$ cat src/rtl/adc_ctl_regs.vh
// constants for the converter control block
`ifndef ADC_CTL_REGS_VH
`define ADC_CTL_REGS_VH
`define DIV_W 3
`define PRESCALE_W 7
`define SRC_W 3
`define CHAN_W 4
`define REF_W 2
`define PHASE_W 6
`define SRC_EXT_A 3'h0
`define SRC_BANDGAP 3'h1
`define SRC_TEMP 3'h2
`define SRC_SMOKE0 3'h3
`define SRC_SMOKE1 3'h4
`define SRC_LINE 3'h5
`define SRC_EXT_B 3'h6
`define REF_PIN 2'h0
`define REF_TEMP 2'h2
`define SAMPLE_NORMAL 6'h04
`define SAMPLE_TEMP 6'h2E
`define CONVERT_CYCLES 6'h0C
`define ONEHOT_SOURCES 8
`endif

$ cat src/rtl/adc_clock_divider.v
// power-of-two divider producing one-cycle conversion clock ticks
`timescale 1ns/1ns
`include "adc_ctl_regs.vh"
module adc_clock_divider
(
  // clock and reset
  input wire clock_i,
  input wire rst_b_i,
  // control
  input wire run_i,
  input wire [`DIV_W-1:0] divider_select_i,
  // tick out
  output reg tick_o
);
  reg [`PRESCALE_W-1:0] count;
  wire [`PRESCALE_W-1:0] limit;

  // limit is 2^n - 1 for the selected divide ratio
  assign limit = (7'h01 << divider_select_i) - 7'h01;

  always @(posedge clock_i)
  begin
    if (!rst_b_i || !run_i)
    begin
      count <= 7'h00;
      tick_o <= 1'b0;
    end
    else if (count >= limit)
    begin
      count <= 7'h00;
      tick_o <= 1'b1;
    end
    else
    begin
      count <= count + 7'h01;
      tick_o <= 1'b0;
    end
  end
endmodule

$ cat src/rtl/adc_conversion_control.v
// converter control: start detect, busy, sequencing, source and reference routing
//
// Summary of operation
// - start high-then-low pulse launches one conversion
// - busy flag sets when conversion launches
// - busy flag clears when conversion ends
// - completion sets interrupt request flag; interrupt output gated by enable
// - conversion clock is system clock over 2^n
// - power enable needed for converter operation
// - reference select: pin, supply, temp reference
// - analog pin drops its digital functions
// - analog pin drops its pull-high
// - analog selection overrides port direction
// - source 000/110 routes channel-selected external pin when that pin is analog
// - sources 001-101 route internal signals in order
// - normal conversion is 4 sample, 12 convert
// - temperature conversion is 46 sample, 12 convert
// - alignment bit selects result byte layout
`timescale 1ns/1ns
`include "adc_ctl_regs.vh"
module adc_conversion_control
(
  // clock and reset
  input wire clock_i,
  input wire rst_b_i,
  // software control bits
  input wire start_i,
  input wire converter_power_enable_i,
  input wire [`DIV_W-1:0] conversion_clock_divider_select_i,
  input wire low_current_mode_select_i,
  input wire [`REF_W-1:0] reference_source_select_i,
  input wire temp_sensor_enable_i,
  input wire [`SRC_W-1:0] input_source_select_i,
  input wire [`CHAN_W-1:0] external_channel_select_i,
  input wire result_alignment_select_i,
  input wire interrupt_enable_i,
  input wire irq_clear_i,
  // pin-function select, one bit per analog input pin
  input wire [15:0] pin_function_select_lo_i,
  input wire [15:0] pin_function_select_hi_i,
  // analog core
  input wire [11:0] core_result_i,
  // status
  output reg conversion_busy_flag_o,
  output reg irq_flag_o,
  output reg interrupt_o,
  output reg [7:0] result_high_reg_o,
  output reg [7:0] result_low_reg_o,
  // analog core control
  output reg core_power_o,
  output reg core_low_current_o,
  output reg core_temp_sensor_on_o,
  output reg core_sample_o,
  output reg core_convert_o,
  output reg core_clock_tick_o,
  output reg [2:0] reference_route_o,
  output reg [`ONEHOT_SOURCES-1:0] internal_route_o,
  // pad control per analog input pin
  output reg [15:0] analog_input_pin_o,
  output reg [15:0] pin_digital_disable_o,
  output reg [15:0] pin_pullup_disable_o,
  output reg [15:0] pin_direction_override_o
);
  localparam IDLE = 2'h0;
  localparam SAMPLE = 2'h1;
  localparam CONVERT = 2'h2;

  reg [1:0] state;
  reg start_seen;
  reg [`PHASE_W-1:0] phase_count;
  reg [`SRC_W-1:0] held_source;
  wire tick;
  wire launch;
  wire done;
  wire [15:0] pin_analog;
  reg [15:0] channel_onehot;
  reg [2:0] next_ref;
  reg [`ONEHOT_SOURCES-1:0] next_route;

  function is_external;
    input [`SRC_W-1:0] src;
    begin
      is_external = (src == `SRC_EXT_A) || (src == `SRC_EXT_B);
    end
  endfunction

  // a pin counts as analog when either select half marks it
  assign pin_analog = pin_function_select_lo_i | pin_function_select_hi_i;

  // edge detect on the start bit; a pulse while unpowered is dropped
  assign launch = start_seen && !start_i && converter_power_enable_i
    && (state == IDLE);

  assign done = (state == CONVERT) && tick && (phase_count == `CONVERT_CYCLES - 6'h01);

  adc_clock_divider u_div
  (
    .clock_i(clock_i),
    .rst_b_i(rst_b_i),
    // halt on the final tick so no extra conversion clock reaches the core
    .run_i(state != IDLE && !done),
    .divider_select_i(conversion_clock_divider_select_i),
    .tick_o(tick)
  );

  always @(posedge clock_i)
  begin
    if (!rst_b_i)
    begin
      start_seen <= 1'b0;
    end
    else
    begin
      start_seen <= start_i;
    end
  end

  // sequencer: the source is latched at launch so a mid-conversion
  // rewrite cannot change the sample length
  always @(posedge clock_i)
  begin
    if (!rst_b_i || !converter_power_enable_i)
    begin
      state <= IDLE;
      phase_count <= 6'h00;
      held_source <= `SRC_EXT_A;
    end
    else
    begin
      case (state)
        IDLE:
        begin
          phase_count <= 6'h00;
          if (launch)
          begin
            held_source <= input_source_select_i;
            state <= SAMPLE;
          end
        end
        SAMPLE:
        begin
          if (tick)
          begin
            if ((held_source == `SRC_TEMP &&
                 phase_count == `SAMPLE_TEMP - 6'h01) ||
                (held_source != `SRC_TEMP &&
                 phase_count == `SAMPLE_NORMAL - 6'h01))
            begin
              phase_count <= 6'h00;
              state <= CONVERT;
            end
            else
            begin
              phase_count <= phase_count + 6'h01;
            end
          end
        end
        CONVERT:
        begin
          if (tick)
          begin
            if (done)
            begin
              phase_count <= 6'h00;
              state <= IDLE;
            end
            else
            begin
              phase_count <= phase_count + 6'h01;
            end
          end
        end
        default:
        begin
          state <= IDLE;
        end
      endcase
    end
  end

  // busy, irq and result; irq set wins over clear
  always @(posedge clock_i)
  begin
    if (!rst_b_i)
    begin
      conversion_busy_flag_o <= 1'b0;
      irq_flag_o <= 1'b0;
      interrupt_o <= 1'b0;
      result_high_reg_o <= 8'h00;
      result_low_reg_o <= 8'h00;
    end
    else
    begin
      if (launch)
        conversion_busy_flag_o <= 1'b1;
      else if (done || !converter_power_enable_i)
        conversion_busy_flag_o <= 1'b0;
      if (done)
        irq_flag_o <= 1'b1;
      else if (irq_clear_i)
        irq_flag_o <= 1'b0;
      interrupt_o <= (irq_flag_o || done) && interrupt_enable_i;
      // result holds while power is off since no conversion completes
      if (done)
      begin
        if (result_alignment_select_i)
        begin
          result_high_reg_o <= {4'h0, core_result_i[11:8]};
          result_low_reg_o <= core_result_i[7:0];
        end
        else
        begin
          result_high_reg_o <= core_result_i[11:4];
          result_low_reg_o <= {4'h0, core_result_i[3:0]};
        end
      end
    end
  end

  always @*
  begin
    next_ref = 3'h0;
    case (reference_source_select_i)
      `REF_PIN: next_ref = 3'h1;
      `REF_TEMP: next_ref = 3'h4;
      default: next_ref = 3'h2;
    endcase
    next_route = {`ONEHOT_SOURCES{1'b0}};
    if (!is_external(input_source_select_i))
      next_route[input_source_select_i] = 1'b1;
    channel_onehot = 16'h0000;
    if (is_external(input_source_select_i))
      channel_onehot[external_channel_select_i] = 1'b1;
  end

  always @(posedge clock_i)
  begin
    if (!rst_b_i)
    begin
      core_power_o <= 1'b0;
      core_low_current_o <= 1'b0;
      core_temp_sensor_on_o <= 1'b0;
      core_sample_o <= 1'b0;
      core_convert_o <= 1'b0;
      core_clock_tick_o <= 1'b0;
      reference_route_o <= 3'h0;
      internal_route_o <= {`ONEHOT_SOURCES{1'b0}};
      analog_input_pin_o <= 16'h0000;
      pin_digital_disable_o <= 16'h0000;
      pin_pullup_disable_o <= 16'h0000;
      pin_direction_override_o <= 16'h0000;
    end
    else
    begin
      core_power_o <= converter_power_enable_i;
      core_low_current_o <= low_current_mode_select_i;
      core_temp_sensor_on_o <= temp_sensor_enable_i;
      core_sample_o <= (state == SAMPLE);
      core_convert_o <= (state == CONVERT);
      core_clock_tick_o <= tick;
      reference_route_o <= next_ref;
      internal_route_o <= next_route;
      analog_input_pin_o <= channel_onehot & pin_analog;
      pin_digital_disable_o <= pin_analog;
      pin_pullup_disable_o <= pin_analog;
      pin_direction_override_o <= pin_analog;
    end
  end
endmodule

$ cat config.mk
export PLATFORM = sky130hd
export DESIGN_NAME = adc_conversion_control
export DESIGN_NICKNAME = d
export VERILOG_FILES = /design/src/rtl/adc_clock_divider.v /design/src/rtl/adc_conversion_control.v
export VERILOG_INCLUDE_DIRS = /design/src /design/src/rtl
export SDC_FILE = /design/constraint.sdc
export NUM_CORES = 1
export LEC_CHECK = 0
export ABC_AREA = 0
export BUFFER_PORTS_ARGS = -buffer_cell sky130_fd_sc_hd__buf_4
export CAP_MARGIN = 20
export CORE_MARGIN = 8
export CORE_UTILIZATION = 45
export DETAILED_ROUTE_END_ITERATION = 12
export PLACE_DENSITY = 0.78
export SYNTH_ARGS = -nofsm -noshare
export SYNTH_HDL_FRONTEND = slang
export SYNTH_SLANG_ARGS = --single-unit
$ cat constraint.sdc
create_clock -name clock_i -period 3.5 [get_ports clock_i]
set_input_delay 0.7 -clock clock_i [delete_from_list [all_inputs] [get_ports clock_i]]
set_output_delay 0.7 -clock clock_i [all_outputs]
set_load 0.05 [all_outputs]
==> Word level (Yosys, flattened, before mapping) <==
Index checks and enable logic that the tools add are counted.
{ "op_classes": {"addsub": 3, "multipliers": 0, "div": 0, "n_lt_le_gt_ge": 5, "eq_ne": 14, "shift": 1, "muxes": 24, "bitwise": 3, "reduce_logical": 34} }
{ "ops": {"columns": ["cell", "n"], "rows": [
  ["2-to-1 mux 6 bit", 4],
  ["one-hot mux 6 bit (3 select lines)", 1],
  ["AND 16 bit", 1],
  ["2-to-1 mux 16 bit", 1],
  ["2-to-1 mux 8 bit", 2],
  ["OR 16 bit", 1],
  ["logical AND 1 bit", 11],
  ["2-to-1 mux 2 bit", 5],
  ["adder 7 x 1 -> 7 bit, second input constant", 1],
  ["greater-or-equal comparator 7 bit", 1],
  ["2-to-1 mux 1 bit", 7],
  ["<< shifter 1 x 3 -> 7 bit, first input constant", 1],
  ["subtractor 7 x 1 -> 7 bit, second input constant", 1],
  ["adder 6 x 1 -> 6 bit, second input constant", 1],
  ["== test 6 x 2 -> 1 bit, second input constant", 1],
  ["== test 6 x 4 -> 1 bit, second input constant", 1],
  ["== test 6 bit, second input constant", 1],
  ["logical OR 1 bit", 6],
  ["inequality test 2 bit, second input constant", 3],
  ["one-hot mux 2 bit (3 select lines)", 1],
  ["one-hot mux 3 bit (2 select lines)", 1],
  ["nonzero test 2 bit", 3],
  ["logical NOT 1 bit", 5],
  ["< comparator 4 x 5 -> 1 bit, second input constant", 1],
  ["19 further kinds", 23]
]} }
{ "word_totals": {"regBits": 88, "latchBits": 0, "mem_bits_rw": 0, "romBits": 0, "inputBits": 65, "out_inout_bits": 100, "wordCells": 105, "n_memories": 0} }

==> Depth between registers and ports, before layout <==
{ "depth": {"depth_word": 8, "depth_mapped": 12, "depth_no_buf": 11} }

==> Cells and area by module <==
From an unflattened synthesis, not the netlist that was laid out.
{ "hier_totals": {"hier_cells": 369, "area_unflattened_um2": 3626.0} }
{ "modules_own_cells": {"columns": ["module", "n_inst", "cells_per_inst", "area_per_inst_um2", "seq_area_each_um2"], "rows": [
  ["adc_conversion_control", 1, 317, 3135.5, 1601.5],
  ["adc_clock_divider", 1, 52, 490.5, 160.2]
]} }

==> Worst setup path after synthesis <==
Ideal clock, no wire load.
{ "synth_timing": {"path_type": "input to register", "startpoint": "input conversion_clock_divider_select_i[2]", "endpoint": "register u_div.count[2]", "setup_ns": 0.067, "arrival_time_ns": 2.839, "required_ns": 3.433, "setup_slack_ns": 0.594, "cell_stages": 11, "path_buffers": 1, "cell_sequence": "or3_1 > ha_1 > clkbuf_1 > nor3_1 > a21oi_1 > o21a_1 > ha_1 > and3_1 > a221oi_1 > o211ai_1 > nor2_1"} }
{ "synth_between": {"elab_chain_cells": 4} }
{ "synth_lines": {"columns": ["element", "line_no", "source"], "rows": [
  ["start, declared", "adc_conversion_control.v:29", "input wire [`DIV_W-1:0] conversion_clock_divider_select_i,"],
  ["<< shifter 1 x 3 -> 7 bit", "adc_clock_divider.v:19", "assign limit = (7'h01 << divider_select_i) - 7'h01;"],
  ["subtractor 7 x 1 -> 7 bit", "adc_clock_divider.v:19", null],
  ["greater-or-equal comparator 7 bit", "adc_clock_divider.v:28", "else if (count >= limit)"],
  ["OR reduction 2 bit (no line)", null, null],
  ["end signal, assigned", "adc_clock_divider.v:35", "count <= count + 7'h01;"],
  ["end, declared", "adc_clock_divider.v:15", "reg [`PRESCALE_W-1:0] count;"]
]} }
Every way passes these cells.
A chain may end at the register's enable or synchronous reset.

==> Final worst setup path <==
{ "layout_timing": {"startpoint": "input conversion_clock_divider_select_i[2]", "endpoint": "register u_div.count[4]"} }
The elaborated chain is that of the path after synthesis.

==> results.md <==
* Postcts setup bufs at 0
* YS warnings at 0
* Area leader, netlist: dfxtp_1
* H-tree levels at 3
* Die Y at 106.3 um
* Pre-CTS WS at 0.2147 ns
* Worst r2r dst: conversion_busy_flag_o
* Hold Crit Class: flip-flop to flip-flop
* Worst Slack Setup Final at 0.5840 ns
* Vias at 3,055
* Hold Vio Cnt, Final at 0
* Synth Register Bits at 88
* Placer Congestion at 0.8138
* Hold path depth at 2
* Die Wd at 106.3 um
* Final setup viols at 0
* Crit-path cells: buf_4 > or3_1 > ha_1 > xor2_1 > nor2_1 > a21oi_1 > ha_1 > and3_1 > a221oi_1 > o211ai_1 > nor2_1
* Number of global-route vias before repair at 2,923
* Setup crit end kind: flip-flop
* Clock skew at 0.01106 ns
* Synth cell types at 51
* Root Driver: clkbuf_8
* Reg2reg setup slack at 1.52 ns
* HP Start: result_low_reg_o[4]
* Drt via density at 4.865
* Detailed Route Iter0 Violations at 98
* Die ar. at 11,310 um2
* Reg2reg start: phase_count[5]
* Total GRT Usage at 0.1607
* Cts hold-fix bufs at 0
* Power density over the cells at 432.1 nW/um2
* Setup TNS at 0 ns
* Worst Setup Start Kind: input port
* Fill count at 677
* Largest net degree at the start of global routing at 49
* Core Rows at 33
* CP max stage cell: or3_1
* Post-synth top flop: dfxtp_1
* Antenna Cells at 0
* DR WL/cell at 15.29 um
* Required @ worst endpoint at 3.79 ns
* I/O pin cnt at 165
* Worst-Margin Slew at 0.8137 ns
* Min Tclk post-route at 2.916 ns
* Max-slew violations at 0
* Total clock sinks at 88
* Post-CTS sizing at 0
* Sequential fraction of the synthesis area at 0.4797
* WP buf/inv at 1
* Post-Syn Area at 3672 um2
* Max VDD drop at 0.0002342 V
* Post-synth ARST share at 0
* Synth area leaders: dfxtp_1, buf_4, ha_1
* Crit path DAT at 3.20 ns
* Initial core utilization at 0.4561
* CTS Buf Count at 9
* Clk buf depth at 2
* Maxcap violations at 0
* LEAKAGE at 2.322 nW
* Crit path max-delay family: simple AND/OR/NAND/NOR gates
* Hold Path End: result_low_reg_o[4]
* RSZ-0062 raised after global routing: false
* Post-route ant nets at 0
* Pre-antenna DRT Iters at 4
* Syn-to-layout area delta at 34.82%
* Mapped Avg Cell Area at 9.489 um2
* WL final at 9599 um
* Share of the synthesized area in the top cell type at 0.4797
* Reg2Reg Depth at 4
* First-pass GRT wire length at 14,680 um
* Grt ovf at 0
* Cell count after synthesis at 387
* Finished Core Util at 0.6149
* Core Footprint at 8051 um2
* Number of synthesized flops with an enable pin at 0
* CTS tree: yes
* Register area at 1762 um2
* Crit Path Max Fanout at 7
* DP HPWL at 7534 um
* Count leader, synth: dfxtp_1
* DR DRC count at 0
* Share of layout cells above drive strength 1 at 0.3633
* Achievable Freq at 342.9 MHz
* Reg clk slew, reported paths at 0.09 ns
* Final Cycle Share at 0.8331
* Port bufs at 164
* Relative slew slack at 0.4564
* Commonest cells in the synthesized netlist: dfxtp_1, nand2_1, buf_4, nor2_1, inv_1
* Clock Latency Late Sink at 0.36 ns
* Layout Nets at 598
* Worst path max stage delay at 0.40 ns
* Initial antenna violation count at 0
* Crit path kind: input port to flip-flop
* Outcome: completed
* Area of the multi-input gates at 1546 um2
stage by stage:
stage,hold slack [ns],cells,cell area (um2),total power [mW]
floorplan,0.4414,388,3676,1.310
global placement,0.4406,612,4742,1.425
detailed placement,0.4518,612,4742,1.430
CTS,0.4626,628,4951,2.160
global route,0.4848,628,4951,2.220
finish,0.4600,628,4951,2.139
how the worst max path moves through the flow:
stage / start / slack (ns) / endpoint / cells past startpoint
after floorplan: conversion_clock_divider_select_i[2] / 0.59 / u_div.count[2] / 11
after global placement: conversion_clock_divider_select_i[2] / 0.41 / u_div.count[3] / 11
after detailed placement: conversion_clock_divider_select_i[2] / 0.21 / u_div.count[4] / 11
after CTS: conversion_clock_divider_select_i[2] / 0.58 / u_div.count[4] / 11
after global routing: conversion_clock_divider_select_i[2] / 0.38 / u_div.count[4] / 11
final: conversion_clock_divider_select_i[2] / 0.58 / u_div.count[4] / 11
cell type report:
class,instances,area share
clock buffer,9,0.02502
clock inverter,7,0.01718
timing repair buffer,165,0.2502
inverter,17,0.01289
tap,105,0.02654
multi-input combinational,237,0.3124
sequential,88,0.3558
worst reg2reg max path, cell delays in order (launching register included):
cell	delay, ns
dfxtp_1	0.37
or4b_4	0.58
or3_1	0.59
nand3_1	0.20
a21boi_0	0.11
state kept, by name, indices dropped and copies added (netlist names), 2 cells and up:
| name | cells |
|---|---|
| analog_input_pin_o | 16 |
| held_source | 3 |
| internal_route_o | 8 |
| phase_count | 6 |
| pin_direction_override_o | 16 |
| reference_route_o | 3 |
| result_high_reg_o | 8 |
| result_low_reg_o | 8 |
| state | 2 |
| u_div.count | 7 |
layer usage:
metal / vias to the layer above / global-route usage / routed length, um
met4: 0 / 0.04824 / 85
met3: 9 / 0.05929 / 829
met2: 103 / 0.3016 / 5077
met5: - / 0 / 0
li1: 1538 / - / -
met1: 1405 / 0.1609 / 3606
power breakdown:
part | internal (mW) | total, mW | switching, mW
clock | 0.345 | 0.734 | 0.390
combinational | 0.131 | 0.370 | 0.239
sequential | 1.02 | 1.04 | 0.0129
cell usage in the layout (no fill, tap or decap), drive strengths merged, types with 8 or more instances in the layout:
cell and instances:
nor3 14, nor2 28, mux2i 9, a21boi 14
o21a 10, nand3 15, buf 165, nand2 43
and2 8, o21ai 9, clkbuf 9, inv 21
dfxtp 88, ha 15
kinds of logic after synthesis:
group	count (synthesis)	share of synthesized area
AO/OA/AOI/OAI	57	0.1165
XOR/XNOR	8	0.01908
adder cells (fa/ha/maj)	15	0.05111
buffers and inverters	63	0.1002
flip-flops	88	0.4797
multiplexers	9	0.02453
other	1	0.001021
AND/OR/NAND/NOR	146	0.2078
No activity file was read; power rests on OpenSTA's default activity.
